===== src/hdl/dram_ctrl_regs.svh =====
`ifndef DRAM_CTRL_REGS_SVH
`define DRAM_CTRL_REGS_SVH

// apb register byte addresses
`define CTRL_ADDR        12'h000
`define STATUS_ADDR      12'h004
`define REFRESH_REQ_ADDR 12'h008
`define ERROR_COUNT_ADDR 12'h00C

// control field positions
`define CTRL_USER_REFRESH_BIT 0
`define CTRL_PARITY_EN_BIT    1
`define CTRL_RESET_VALUE      32'h00000000

// status field positions
`define STATUS_FSM_LSB        0
`define STATUS_BANK_READY_LSB 8
`define STATUS_PARITY_ERR_BIT 16

// timing in ns, converted to 100 MHz cycles in the design
`define CLK_PERIOD_NS         10
`define BANK_ROW_CYCLE_NS     20
`define DATA_BUS_GAP_NS       20
`define REFRESH_INTERVAL_NS   3900

`endif


===== src/hdl/dram_ctrl_pkg.sv =====
package dram_ctrl_pkg;

	typedef enum logic [1:0] {
		ST_INIT,
		ST_INIT_DONE,
		ST_INIT_FAIL
	} cmd_state_e;

	typedef enum logic [1:0] {
		CMD_NOP,
		CMD_READ,
		CMD_WRITE,
		CMD_REFRESH
	} mem_cmd_e;

	typedef struct packed {
		mem_cmd_e    cmd;
		logic [2:0]  bank;
		logic [15:0] row;
		logic [5:0]  col;
		logic [1:0]  beats;
	} phy_cmd_s;

	typedef struct packed {
		logic       read;
		logic       write;
		logic [24:0] addr;
	} user_req_s;

endpackage


===== src/hdl/dram_ctrl.sv =====
// Chosen here: the placing of the registers and the APB slave port.
`timescale 1ns/1ps
`include "dram_ctrl_regs.svh"

// How it works
// - accepted request command and address latched in holding registers
// - bank taken from address low bits, then column, then row
// - next-address request within latency window merges into same burst
// - long bursts split into single requests at consecutive addresses
// - write data pushed into fifo, popped only on phy demand
// - fsm waits in init until calibration passes
// - calibration failure sends fsm to init-failed
// - commands reach phy only in init-done
// - refresh wins over a same-cycle read or write
// - read or write waits for no pending refresh, then issues
// - timer raises periodic refresh when automatic refresh is on
// - data-bus timer spaces read and write commands
// - eight bank timers enforce row cycle time
// - eight-bit bank ready vector feeds the fsm
// - one parity bit added per write byte when enabled
// - read bytes checked, error output on mismatch
// - with parity, user width is eight per nine memory bits
// - user refresh mode disables the automatic timer
// - half rate rejects burst length two
// - parity and user refresh both off by default
// - HALF_RATE only gates the burst-two rejection; phy-facing timing is the same either way
module dram_ctrl #(
	parameter int  BYTES            = 2,
	parameter int  BURST_LEN        = 4,
	parameter bit  HALF_RATE        = 1'b0,
	parameter int  FIFO_DEPTH       = 8,
	parameter int  REFRESH_CYCLES   = `REFRESH_INTERVAL_NS / `CLK_PERIOD_NS,
	parameter int  MERGE_WINDOW     = 4
) (
	input  wire logic             pclk,
	input  wire logic             presetn,
	// apb
	input  wire logic             psel,
	input  wire logic             penable,
	input  wire logic             pwrite,
	input  wire logic [11:0]      paddr,
	input  wire logic [31:0]      pwdata,
	output logic      [31:0]      prdata,
	output logic                  pready,
	output logic                  pslverr,
	// user burst slave
	input  wire logic             user_read_req,
	input  wire logic             user_write_req,
	input  wire logic [24:0]      user_addr,
	input  wire logic [7:0]       user_size,
	input  wire logic [BYTES*8-1:0] user_wdata,
	output logic                  user_ready,
	output logic                  user_rdata_valid,
	output logic      [BYTES*8-1:0] user_rdata,
	output logic                  parity_error,
	// phy
	input  wire logic             cal_success,
	input  wire logic             cal_fail,
	input  wire logic             phy_wdata_req,
	input  wire logic             phy_rdata_valid,
	input  wire logic [BYTES*9-1:0] phy_rdata,
	output dram_ctrl_pkg::phy_cmd_s phy_cmd,
	output logic      [BYTES*9-1:0] phy_wdata,
	output logic                  phy_wdata_valid
);
	localparam int RC_CYCLES = (`BANK_ROW_CYCLE_NS + `CLK_PERIOD_NS - 1) / `CLK_PERIOD_NS;
	localparam int DQ_CYCLES = (`DATA_BUS_GAP_NS + `CLK_PERIOD_NS - 1) / `CLK_PERIOD_NS;
	localparam int DW = BYTES * 8;
	localparam int MW = BYTES * 9;

	// half rate with burst of two parks in init-failed, so it never issues
	localparam bit REJECT_BL2 = HALF_RATE && (BURST_LEN == 2);

	function automatic logic [MW-1:0] add_parity(input logic [DW-1:0] d, input logic en);
		logic [MW-1:0] r;
		r = '0;
		for (int b = 0; b < BYTES; b++)
			r[b*9 +: 9] = {en ? ^d[b*8 +: 8] : 1'b0, d[b*8 +: 8]};
		return r;
	endfunction

	function automatic logic parity_bad(input logic [MW-1:0] d);
		logic bad;
		bad = 1'b0;
		for (int b = 0; b < BYTES; b++)
			bad = bad | (^d[b*9 +: 9]);
		return bad;
	endfunction

	// =====================================================================
	// apb registers
	logic [31:0] ctrl_r;
	logic        user_refresh_pulse_r;
	logic [15:0] err_count_r;

	wire apb_setup  = psel && !penable;
	wire apb_access = psel && penable;
	wire apb_wr     = apb_access && pwrite;
	wire ctrl_hit   = paddr == `CTRL_ADDR;
	wire status_hit = paddr == `STATUS_ADDR;
	wire refr_hit   = paddr == `REFRESH_REQ_ADDR;
	wire errc_hit   = paddr == `ERROR_COUNT_ADDR;
	wire addr_ok    = ctrl_hit || status_hit || refr_hit || errc_hit;
	wire user_refresh_mode = ctrl_r[`CTRL_USER_REFRESH_BIT];
	wire parity_en         = ctrl_r[`CTRL_PARITY_EN_BIT];

	dram_ctrl_pkg::cmd_state_e state_r;
	logic [7:0]                bank_ready;
	logic                      sticky_err_r;

	wire [31:0] status_word = {15'h0000, sticky_err_r, bank_ready, 6'h00, state_r};
	wire [31:0] rd_mux = ctrl_hit ? ctrl_r :
	                     status_hit ? status_word :
	                     errc_hit ? {16'h0000, err_count_r} : 32'h00000000;

	always_ff @(posedge pclk or negedge presetn) begin
		if (!presetn) begin
			ctrl_r               <= `CTRL_RESET_VALUE;
			user_refresh_pulse_r <= 1'b0;
			prdata               <= 32'h00000000;
			pready               <= 1'b0;
			pslverr              <= 1'b0;
		end else begin
			pready               <= apb_setup;
			pslverr              <= apb_setup && !addr_ok;
			user_refresh_pulse_r <= apb_wr && pready && refr_hit && pwdata[0] && user_refresh_mode;
			if (apb_setup)
				prdata <= rd_mux;
			if (apb_wr && pready && ctrl_hit)
				ctrl_r <= {30'h00000000, pwdata[1:0]};
		end
	end

	// =====================================================================
	// burst divider and holding registers
	logic [24:0] hold_addr_r;
	logic [7:0]  beats_left_r;
	logic        hold_rd_r;
	logic        hold_wr_r;
	logic        fifo_full;
	logic        fifo_empty;
	logic        issue_rw;

	wire hold_busy = beats_left_r != 8'h00;
	wire accept    = user_ready && (user_read_req || user_write_req);
	wire wbeat     = user_ready && user_write_req;

	always_ff @(posedge pclk or negedge presetn) begin
		if (!presetn) begin
			hold_addr_r  <= 25'h0000000;
			beats_left_r <= 8'h00;
			hold_rd_r    <= 1'b0;
			hold_wr_r    <= 1'b0;
			user_ready   <= 1'b0;
		end else begin
			if (accept && !hold_busy) begin
				hold_addr_r  <= user_addr;
				beats_left_r <= (user_size == 8'h00) ? 8'h01 : user_size;
				hold_rd_r    <= user_read_req;
				hold_wr_r    <= user_write_req;
			end else if (issue_rw) begin
				hold_addr_r  <= hold_addr_r + 25'h0000001;
				beats_left_r <= beats_left_r - 8'h01;
			end
			// accept only with an empty holder and fifo room
			user_ready <= (state_r == dram_ctrl_pkg::ST_INIT_DONE) && !fifo_full && !hold_busy && !accept;
		end
	end

	// bank in low bits, column next, row above
	wire [2:0]  req_bank = hold_addr_r[2:0];
	wire [5:0]  req_col  = hold_addr_r[8:3];
	wire [15:0] req_row  = hold_addr_r[24:9];

	// =====================================================================
	// write data fifo
	logic [MW-1:0] fifo_q;
	logic          fifo_pop;

	assign fifo_pop = phy_wdata_req && !fifo_empty;
	// fifo read data is already a flop: the word lands with phy_wdata_valid
	assign phy_wdata = fifo_q;

	wdata_fifo #(
		.WIDTH(MW),
		.DEPTH(FIFO_DEPTH)
	) u_fifo (
		.pclk     (pclk),
		.presetn  (presetn),
		.push     (wbeat),
		.push_data(add_parity(user_wdata, parity_en)),
		.pop      (fifo_pop),
		.pop_data (fifo_q),
		.full     (fifo_full),
		.empty    (fifo_empty)
	);

	// =====================================================================
	// refresh timer
	logic [15:0] refresh_cnt_r;
	logic        refresh_pend_r;
	logic        issue_refresh;

	wire refresh_tick = !user_refresh_mode && refresh_cnt_r == 16'(REFRESH_CYCLES - 1);

	always_ff @(posedge pclk or negedge presetn) begin
		if (!presetn) begin
			refresh_cnt_r  <= 16'h0000;
			refresh_pend_r <= 1'b0;
		end else begin
			if (user_refresh_mode || refresh_tick)
				refresh_cnt_r <= 16'h0000;
			else
				refresh_cnt_r <= refresh_cnt_r + 16'h0001;
			if (refresh_tick || user_refresh_pulse_r)
				refresh_pend_r <= 1'b1; // set wins over clear
			else if (issue_refresh)
				refresh_pend_r <= 1'b0;
		end
	end

	// =====================================================================
	// timers
	logic dq_ready;

	bank_timers #(
		.BANKS    (8),
		.RC_CYCLES(RC_CYCLES),
		.DQ_CYCLES(DQ_CYCLES)
	) u_timers (
		.pclk      (pclk),
		.presetn   (presetn),
		.issue     (issue_rw || issue_refresh),
		.issue_bank(issue_refresh ? 3'h0 : req_bank),
		.issue_data(issue_rw),
		.bank_ready(bank_ready),
		.dq_ready  (dq_ready)
	);

	// =====================================================================
	// command fsm
	always_ff @(posedge pclk or negedge presetn) begin
		if (!presetn)
			state_r <= dram_ctrl_pkg::ST_INIT;
		else begin
			case (state_r)
				dram_ctrl_pkg::ST_INIT: begin
					if (cal_fail || REJECT_BL2)
						state_r <= dram_ctrl_pkg::ST_INIT_FAIL;
					else if (cal_success)
						state_r <= dram_ctrl_pkg::ST_INIT_DONE;
				end
				dram_ctrl_pkg::ST_INIT_DONE: ;
				dram_ctrl_pkg::ST_INIT_FAIL: ;
				default: state_r <= dram_ctrl_pkg::ST_INIT;
			endcase
		end
	end

	wire run = state_r == dram_ctrl_pkg::ST_INIT_DONE;
	// refresh first; read or write once none pending and timers allow
	assign issue_refresh = run && refresh_pend_r && bank_ready[0];
	assign issue_rw      = run && !refresh_pend_r && hold_busy && bank_ready[req_bank] && dq_ready;

	// consecutive address in the open burst window merges, no new command
	logic [24:0] last_addr_r;
	logic [3:0]  window_r;
	logic        last_rd_r;
	logic [1:0]  merge_beats_r;
	wire         merge = window_r != 4'h0 && hold_addr_r == last_addr_r + 25'h0000001
	                     && last_rd_r == hold_rd_r && merge_beats_r < 2'(BURST_LEN / 2 - 1);

	always_ff @(posedge pclk or negedge presetn) begin
		if (!presetn) begin
			phy_cmd       <= '0;
			last_addr_r   <= 25'h0000000;
			window_r      <= 4'h0;
			last_rd_r     <= 1'b0;
			merge_beats_r <= 2'h0;
		end else begin
			phy_cmd.cmd <= dram_ctrl_pkg::CMD_NOP;
			if (window_r != 4'h0)
				window_r <= window_r - 4'h1;
			if (issue_refresh) begin
				phy_cmd.cmd  <= dram_ctrl_pkg::CMD_REFRESH;
				phy_cmd.bank <= 3'h0;
				window_r     <= 4'h0;
			end else if (issue_rw) begin
				last_addr_r <= hold_addr_r;
				last_rd_r   <= hold_rd_r;
				if (merge) begin
					merge_beats_r <= merge_beats_r + 2'h1;
				end else begin
					phy_cmd.cmd   <= hold_rd_r ? dram_ctrl_pkg::CMD_READ : dram_ctrl_pkg::CMD_WRITE;
					phy_cmd.bank  <= req_bank;
					phy_cmd.row   <= req_row;
					phy_cmd.col   <= req_col;
					merge_beats_r <= 2'h0;
					window_r      <= 4'(MERGE_WINDOW);
				end
				phy_cmd.beats <= merge ? merge_beats_r + 2'h1 : 2'h0;
			end
		end
	end

	// =====================================================================
	// write data to phy, read data back with parity check
	always_ff @(posedge pclk or negedge presetn) begin
		if (!presetn) begin
			phy_wdata_valid  <= 1'b0;
			user_rdata_valid <= 1'b0;
			user_rdata       <= '0;
			parity_error     <= 1'b0;
			sticky_err_r     <= 1'b0;
			err_count_r      <= 16'h0000;
		end else begin
			phy_wdata_valid  <= fifo_pop;
			user_rdata_valid <= phy_rdata_valid;
			parity_error     <= phy_rdata_valid && parity_en && parity_bad(phy_rdata);
			for (int b = 0; b < BYTES; b++)
				user_rdata[b*8 +: 8] <= phy_rdata[b*9 +: 8];
			if (phy_rdata_valid && parity_en && parity_bad(phy_rdata)) begin
				sticky_err_r <= 1'b1;
				err_count_r  <= err_count_r + 16'h0001;
			end else if (apb_wr && pready && status_hit && pwdata[`STATUS_PARITY_ERR_BIT])
				sticky_err_r <= 1'b0;
		end
	end
endmodule // dram_ctrl


===== src/hdl/wdata_fifo.sv =====
`timescale 1ns/1ps

// =====================================================================
// write data fifo with registered read data
module wdata_fifo #(
	parameter int WIDTH = 18,
	parameter int DEPTH = 8
) (
	input  wire logic             pclk,
	input  wire logic             presetn,
	input  wire logic             push,
	input  wire logic [WIDTH-1:0] push_data,
	input  wire logic             pop,
	output logic      [WIDTH-1:0] pop_data,
	output logic                  full,
	output logic                  empty
);
	localparam int AW = $clog2(DEPTH);

	logic [WIDTH-1:0] mem [DEPTH];
	logic [AW:0]      wr_ptr_r;
	logic [AW:0]      rd_ptr_r;

	wire do_push = push && !full;
	wire do_pop  = pop && !empty;

	assign full  = (wr_ptr_r[AW] != rd_ptr_r[AW]) && (wr_ptr_r[AW-1:0] == rd_ptr_r[AW-1:0]);
	assign empty = (wr_ptr_r == rd_ptr_r);

	always_ff @(posedge pclk) begin
		if (do_push)
			mem[wr_ptr_r[AW-1:0]] <= push_data;
	end

	always_ff @(posedge pclk or negedge presetn) begin
		if (!presetn) begin
			wr_ptr_r <= '0;
			rd_ptr_r <= '0;
			pop_data <= '0;
		end else begin
			if (do_push)
				wr_ptr_r <= wr_ptr_r + 1'b1;
			if (do_pop) begin
				rd_ptr_r <= rd_ptr_r + 1'b1;
				pop_data <= mem[rd_ptr_r[AW-1:0]];
			end
		end
	end
endmodule // wdata_fifo


===== src/hdl/bank_timers.sv =====
`timescale 1ns/1ps

// =====================================================================
// one row cycle countdown per bank, plus the data bus spacing timer
module bank_timers #(
	parameter int BANKS     = 8,
	parameter int RC_CYCLES = 2,
	parameter int DQ_CYCLES = 2
) (
	input  wire logic             pclk,
	input  wire logic             presetn,
	input  wire logic             issue,
	input  wire logic [2:0]       issue_bank,
	input  wire logic             issue_data,
	output logic      [BANKS-1:0] bank_ready,
	output logic                  dq_ready
);
	logic [7:0] cnt_r [BANKS];
	logic [7:0] dq_cnt_r;

	always_ff @(posedge pclk or negedge presetn) begin
		if (!presetn) begin
			for (int i = 0; i < BANKS; i++)
				cnt_r[i] <= 8'h00;
		end else begin
			for (int i = 0; i < BANKS; i++) begin
				if (issue && issue_bank == 3'(i))
					cnt_r[i] <= 8'(RC_CYCLES - 1);
				else if (cnt_r[i] != 8'h00)
					cnt_r[i] <= cnt_r[i] - 8'h01;
			end
		end
	end

	always_ff @(posedge pclk or negedge presetn) begin
		if (!presetn)
			dq_cnt_r <= 8'h00;
		else if (issue_data)
			dq_cnt_r <= 8'(DQ_CYCLES - 1);
		else if (dq_cnt_r != 8'h00)
			dq_cnt_r <= dq_cnt_r - 8'h01;
	end

	always_comb begin
		for (int i = 0; i < BANKS; i++)
			bank_ready[i] = (cnt_r[i] == 8'h00);
	end
	assign dq_ready = (dq_cnt_r == 8'h00);
endmodule // bank_timers


===== config.mk =====
export PLATFORM = sky130hd
export DESIGN_NAME = dram_ctrl
export DESIGN_NICKNAME = d
export VERILOG_FILES = /design/src/hdl/dram_ctrl_pkg.sv /design/src/hdl/dram_ctrl.sv /design/src/hdl/wdata_fifo.sv /design/src/hdl/bank_timers.sv
export VERILOG_INCLUDE_DIRS = /design/src /design/src/hdl
export SDC_FILE = /design/constraint.sdc
export NUM_CORES = 1
export LEC_CHECK = 0
export BUFFER_PORTS_ARGS = -buffer_cell sky130_fd_sc_hd__buf_2
export CAP_MARGIN = 25
export CORE_ASPECT_RATIO = 0.6
export CORE_MARGIN = 4
export CORE_UTILIZATION = 62
export CTS_CLUSTER_DIAMETER = 50
export DETAILED_ROUTE_END_ITERATION = 10
export HOLD_SLACK_MARGIN = 0.05
export PLACE_DENSITY = 0.84
export SLEW_MARGIN = 10
export SYNTH_ARGS = -nofsm -noshare
export SYNTH_HDL_FRONTEND = slang
export SYNTH_SLANG_ARGS = --single-unit

===== constraint.sdc =====
create_clock -name pclk -period 7.1 [get_ports pclk]
set_input_delay 1.42 -clock pclk [delete_from_list [all_inputs] [get_ports pclk]]
set_output_delay 1.42 -clock pclk [all_outputs]
set_load 0.05 [all_outputs]

Word-level counts from Yosys, hierarchy flattened
Memories as Yosys holds them, arrays and structs flattened. A register that Yosys moved wholly into a read port is not among the register bits.
Cells that the tools add are included.

storage, ports and cells
  register bits = 266
  bits in latches = 0
  RAM bits = 144
  memory bits (read-only) = 0
  output and inout port bits = 101
  memories = 1

memories
  memory      depth  bits a word  read ports  clocked after Yosys merged registers in  wr ports  line              text
  u_fifo.mem  8      18           1           1                                        1         wdata_fifo.sv:20  logic [WIDTH-1:0] mem [DEPTH];

cells by class
  add/subtract/negate cells = 18
  $mul = 0
  div/mod/pow operators = 0
  order comparisons = 2
  eq/ne operators = 20
  shift operators = 0
  mux-type cells = 50
  bitwise logic cells = 4
  reductions and logical operators = 103

operators by type and width
  operator                                                                number
  8-bit two-way mux                                                       21
  8-bit logical NOT                                                       10
  8-bit nonzero test                                                      10
  8-bit by 1-bit subtractor with 8-bit output, second input constant      10
  25-bit by 1-bit adder with 25-bit output, second input constant         2
  25-bit two-way mux                                                      2
  1-bit logical AND                                                       41
  17-bit two-way mux                                                      2
  16-bit by 1-bit adder with 16-bit output, second input constant         2
  16-bit two-way mux                                                      2
  29-bit two-way mux                                                      1
  27-bit two-way mux                                                      1
  2-bit nonzero test                                                      13
  25-bit equality test                                                    1
  12-bit by 4-bit equality test with 1-bit output, second input constant  2
  9-bit XOR reduction                                                     2
  16-bit by 9-bit equality test with 1-bit output, second input constant  1
  4-bit two-way mux                                                       4
  8-bit XOR reduction                                                     2
  12-bit by 3-bit equality test with 1-bit output, second input constant  1
  3-bit equality test, second input constant                              4
  12-bit logical NOT                                                      1
  1-bit logical NOT                                                       9
  1-bit two-way mux                                                       9
  29 further kinds                                                        44

Depth between registers and ports, before layout
  depth after elaboration = 8
  gate-level depth with buffers = 13
  gate-level depth less buffers = 10

By module
Synthesis repeated with hierarchy kept, for this count alone.

second synthesis, totals
  cell total of the unflattened synthesis = 1614
  area total of the unflattened synthesis = 19228.4 µm²

by module, submodules not included
  module       instances  cells an instance  area an instance (µm²)  sequential area each (µm²)
  dram_ctrl    1          878                8784.7                  4279.1
  wdata_fifo   1          316                6522.5                  4974.8
  bank_timers  1          420                3921.3                  1801.7

Worst setup path before layout
No wires, ideal clock.

  path type = reg2reg
  start = register u_timers.cnt_r[48] (netlist name)
  end = register phy_cmd[22] (netlist name)
  setup time = 128 ps
  arrival time = 3528 ps
  data required time = 6972 ps
  setup slack = 3444 ps
  cell stages (with the launch flop) = 12
  path buffers = 2
  cells stage by stage = dfrtp_1 > inv_1 > ha_1 > or3b_4 > or4b_4 > mux4_2 > mux2_4 > or3_1 > buf_6 > a21oi_4 > buf_6 > mux2_1

on the way
  word-level cells in the longest chain between the ends = 6

ends and longest elaborated chain
  what                                       line               text
  start: declaration                         bank_timers.sv:18  logic [7:0] cnt_r [BANKS];
  start signal: indexed assignment           bank_timers.sv:28  cnt_r[i] <= 8'(RC_CYCLES - 1);
  start signal: indexed assignment           bank_timers.sv:30  cnt_r[i] <= cnt_r[i] - 8'h01;
  8-bit logical NOT                          bank_timers.sv:46  bank_ready[i] = (cnt_r[i] == 8'h00);
  1-bit binary-select mux with 3-bit select  dram_ctrl.sv:263   assign issue_rw = run && !refresh_pend_r && hold_busy && bank_ready[req_bank] && dq_ready;
  1-bit two-way mux (not written as such)    dram_ctrl.sv:263
  1-bit logical AND (2 in series)            dram_ctrl.sv:263
  3-bit AND reduction (no line)              --
  end: declaration                           dram_ctrl.sv:62    output dram_ctrl_pkg::phy_cmd_s phy_cmd,

Every way passes these cells. The select of a mux whose other input is x is not followed.
A chain may end at the register's enable or synchronous reset.

Final worst setup path
  start = register u_timers.cnt_r[48] (netlist name)
  end = register phy_cmd[10] (netlist name)

The elaborated chain is that of the path after synthesis.

==> impl_metrics.json <==
{
  "outcome": "finished clean",
  "dr.pass1.iters": 8,
  "arrival_ns": 4.99,
  "tightest_slew_ns": 1.01,
  "syn_inst": 1582,
  "power_density_nw_per_um2": 302,
  "die_area_sq_um": 33300,
  "cts_resized": 0,
  "grt_pass1_wl_um": 69200,
  "ff_latch_area_sq_um": 11100,
  "synth.most_common_cell": "dfrtp_1",
  "grt_overflow": 0,
  "clock-sinks": 413,
  "clk_pin_slew_ns": 0.07,
  "totalWireLength_um": 43700,
  "post-place-ws_ns": 2.62,
  "place_hpwl_um": 30100,
  "wl_met2_um": 19600,
  "placedCellCount": 2126,
  "cts_buffer_depth": 3,
  "drive_above_1_share_pct": 18.8,
  "dieHeight_um": 143,
  "hold_viol": 0,
  "start_util_pct": 62.9,
  "hold_class": "register to register",
  "hold_buffers": 0,
  "fin_nets": 1903,
  "drt_first_iter_violations": 1206,
  "die_x_um": 233,
  "fin_crit_ns": 4.58,
  "layoutNonFillerInstCount": 2193,
  "ant_nets": 0,
  "clockRootBuffer": "clkbuf_16",
  "cp-end-kind": "register",
  "p_leak_nw": 9.02,
  "ys.flop_type": "dfrtp_1",
  "grt_use_total_pct": 26.5,
  "wl_met3_um": 3880,
  "via_per_inst": 5.98,
  "cp.required_ns": 7.52,
  "drv_slew": 0,
  "top_layer": "met5",
  "cts_buffers": 39,
  "synth_top_cell_by_area": "dfrtp_1",
  "clock.fmax_mhz": 218,
  "power.total_mw": 6.43,
  "clk_latency_ns": 0.54,
  "max-slew-margin-rel_pct": 32.4,
  "postCtsSetupRepairBufs": 0,
  "ioPinCount": 223,
  "synth.distinct_cells": 75,
  "yosysSeqAreaShare_pct": 58.7,
  "worst_slack_ns": 2.52,
  "max_cap_viol_count": 0,
  "finClkSkew_ns": 0.0144,
  "port_buffers": 178,
  "peakVddDrop_uv": 251,
  "synth_warnings": 0,
  "grt_max_degree": 166,
  "syn_to_final_growth_pct": 13.0,
  "crit_type": "register to register",
  "gp_congestion": 0.907,
  "totalNegativeSetupSlack_ns": 0,
  "rows": 49,
  "multiInputGateArea_sq_um": 7260,
  "netlist_top_cells_count": "269 x dfrtp_1, 187 x nand2_1, 144 x edfxtp_1",
  "synth_top_cell_area_share_pct": 35.7,
  "rsz0062_at_grt": "no",
  "start_kind": "register",
  "synth-seq-cells": 413,
  "grt_pass1_vias": 12619,
  "synth_area_leaders": "dfrtp_1 36%, edfxtp_1 23%, mux4_2 4.5%",
  "dr_total_vias": 13105,
  "antennaDiodeCount": 0,
  "antenna_found_initial": 1,
  "h-tree-depth": 2,
  "drcViolationCount": 0,
  "async_reset_ff_share_pct": 65.1,
  "coreArea_sq_um": 29900,
  "finalCoreUtilization_pct": 71.1,
  "synth-edff-count": 144,
  "final.fill_count": 2065,
  "wl_per_cell_um": 19.9,
  "syn_area_sq_um": 18800,
  "critPathMaxFanout": 50,
  "cts_tree": "built",
  "avgSynthCellArea_sq_um": 11.9,
  "drt-met1-wl_um": 19500,
  "finalCritPeriodShare_pct": 64.5,
  "setup_viol": 0
}
[stage by stage]
step / instance area [sq um] / hold WS [ns]
floorplan: 18900 / 0.413
global placement: 20100 / 0.427
detailed placement: 20100 / 0.431
CTS: 21300 / 0.463
global route: 21300 / 0.484
finish: 21300 / 0.471
[layer usage]
layer / GRT usage, % / vias up
met1: 40.5 / 6494
met2: 39.2 / 514
met4: 6.16 / 2
met5: 0 / -
li1: - / 6018
met3: 6.34 / 77
[final cells by class]
type / count / area share [%]
Inverter: 47 / 0.829
Clock buffer: 50 / 5.21
Tap cell: 408 / 2.40
Multi-Input combinational cell: 1061 / 34.1
Timing Repair Buffer: 197 / 4.96
Sequential cell: 413 / 51.9
Clock inverter: 17 / 0.564
[path summary, 6_finish.rpt]
path                                           startpoint                 endpoint  slack [ns]  cells past startpoint
setup / recovery           u_timers.cnt_r[48]$_DFFE_PN0P_  phy_cmd[10]$_DFFE_PN0P_        2.52                     10
hold / removal                      prdata[0]$_DFFE_PN0P_    prdata[0]$_DFFE_PN0P_        0.47                      2
setup reg to reg           u_timers.cnt_r[48]$_DFFE_PN0P_  phy_cmd[10]$_DFFE_PN0P_        2.52                     10
hold reg to reg                     prdata[0]$_DFFE_PN0P_    prdata[0]$_DFFE_PN0P_        0.47                      2
max in group asynchronous                         presetn  phy_cmd[16]$_DFFE_PN0P_        4.78                      2
min in group asynchronous                         presetn  user_rdata[5]$_DFF_PN0_        0.95                      1
[layout by cell type, fill, tap and decap left out, drive strengths merged, types with 6 or more instances in the layout]
cell type	n
dfrtp	269
buf	197
nand2	187
edfxtp	144
nor2	121
o21ai	75
xnor2	72
xor2	62
nor3	62
nand3	55
clkbuf	50
inv	48
a21oi	43
mux4	38
mux2i	35
mux2	33
nand4	28
nor4	25
ha	22
and3	18
or3	16
conb	15
nand2b	14
a22o	14
a21o	13
clkinv	12
a31oi	9
and4	8
and2	8
a211oi	8
or4	8
nor3b	6
[registers in the layout, indices dropped and copies added (netlist names), 2 cells and up]
name               flops
merge_beats_r          2
u_timers.cnt_r        64
u_fifo.mem           144
u_fifo.wr_ptr_r        4
prdata                17
last_addr_r           25
phy_cmd               27
beats_left_r           8
refresh_cnt_r         16
window_r               4
u_fifo.rd_ptr_r        4
u_timers.dq_cnt_r      8
state_r                2
err_count_r           16
hold_addr_r           25
ctrl_r                 2
u_fifo.pop_data       18
user_rdata            16
[power breakdown]
part           internal (mW)  switching, mW
Clock                   1.14          0.885
Sequential              2.80          0.338
Combinational          0.500          0.764
[cell families after synthesis]
group	Yosys count	synth area share, %
and+or+nand+nor	580	15.0
DFF	413	58.7
AOI/OAI and AO/OA	202	6.74
xor gates and xnor gates	136	6.47
buffers and inverters	122	3.18
muxes	106	8.40
adders and majority gates	22	1.46
other	1	0.0199
[critical path: stages, from the launching register on]
cell and delay (ns):
dfrtp_1 0.42, inv_1 0.07, ha_1 0.17, or3b_4 0.41
or4b_4 0.55, mux4_2 0.56, mux2_4 0.32, or3_1 0.36
buf_4 0.32, a21oi_4 0.84, mux2_2 0.41
(Power assumes the default switching activity.)
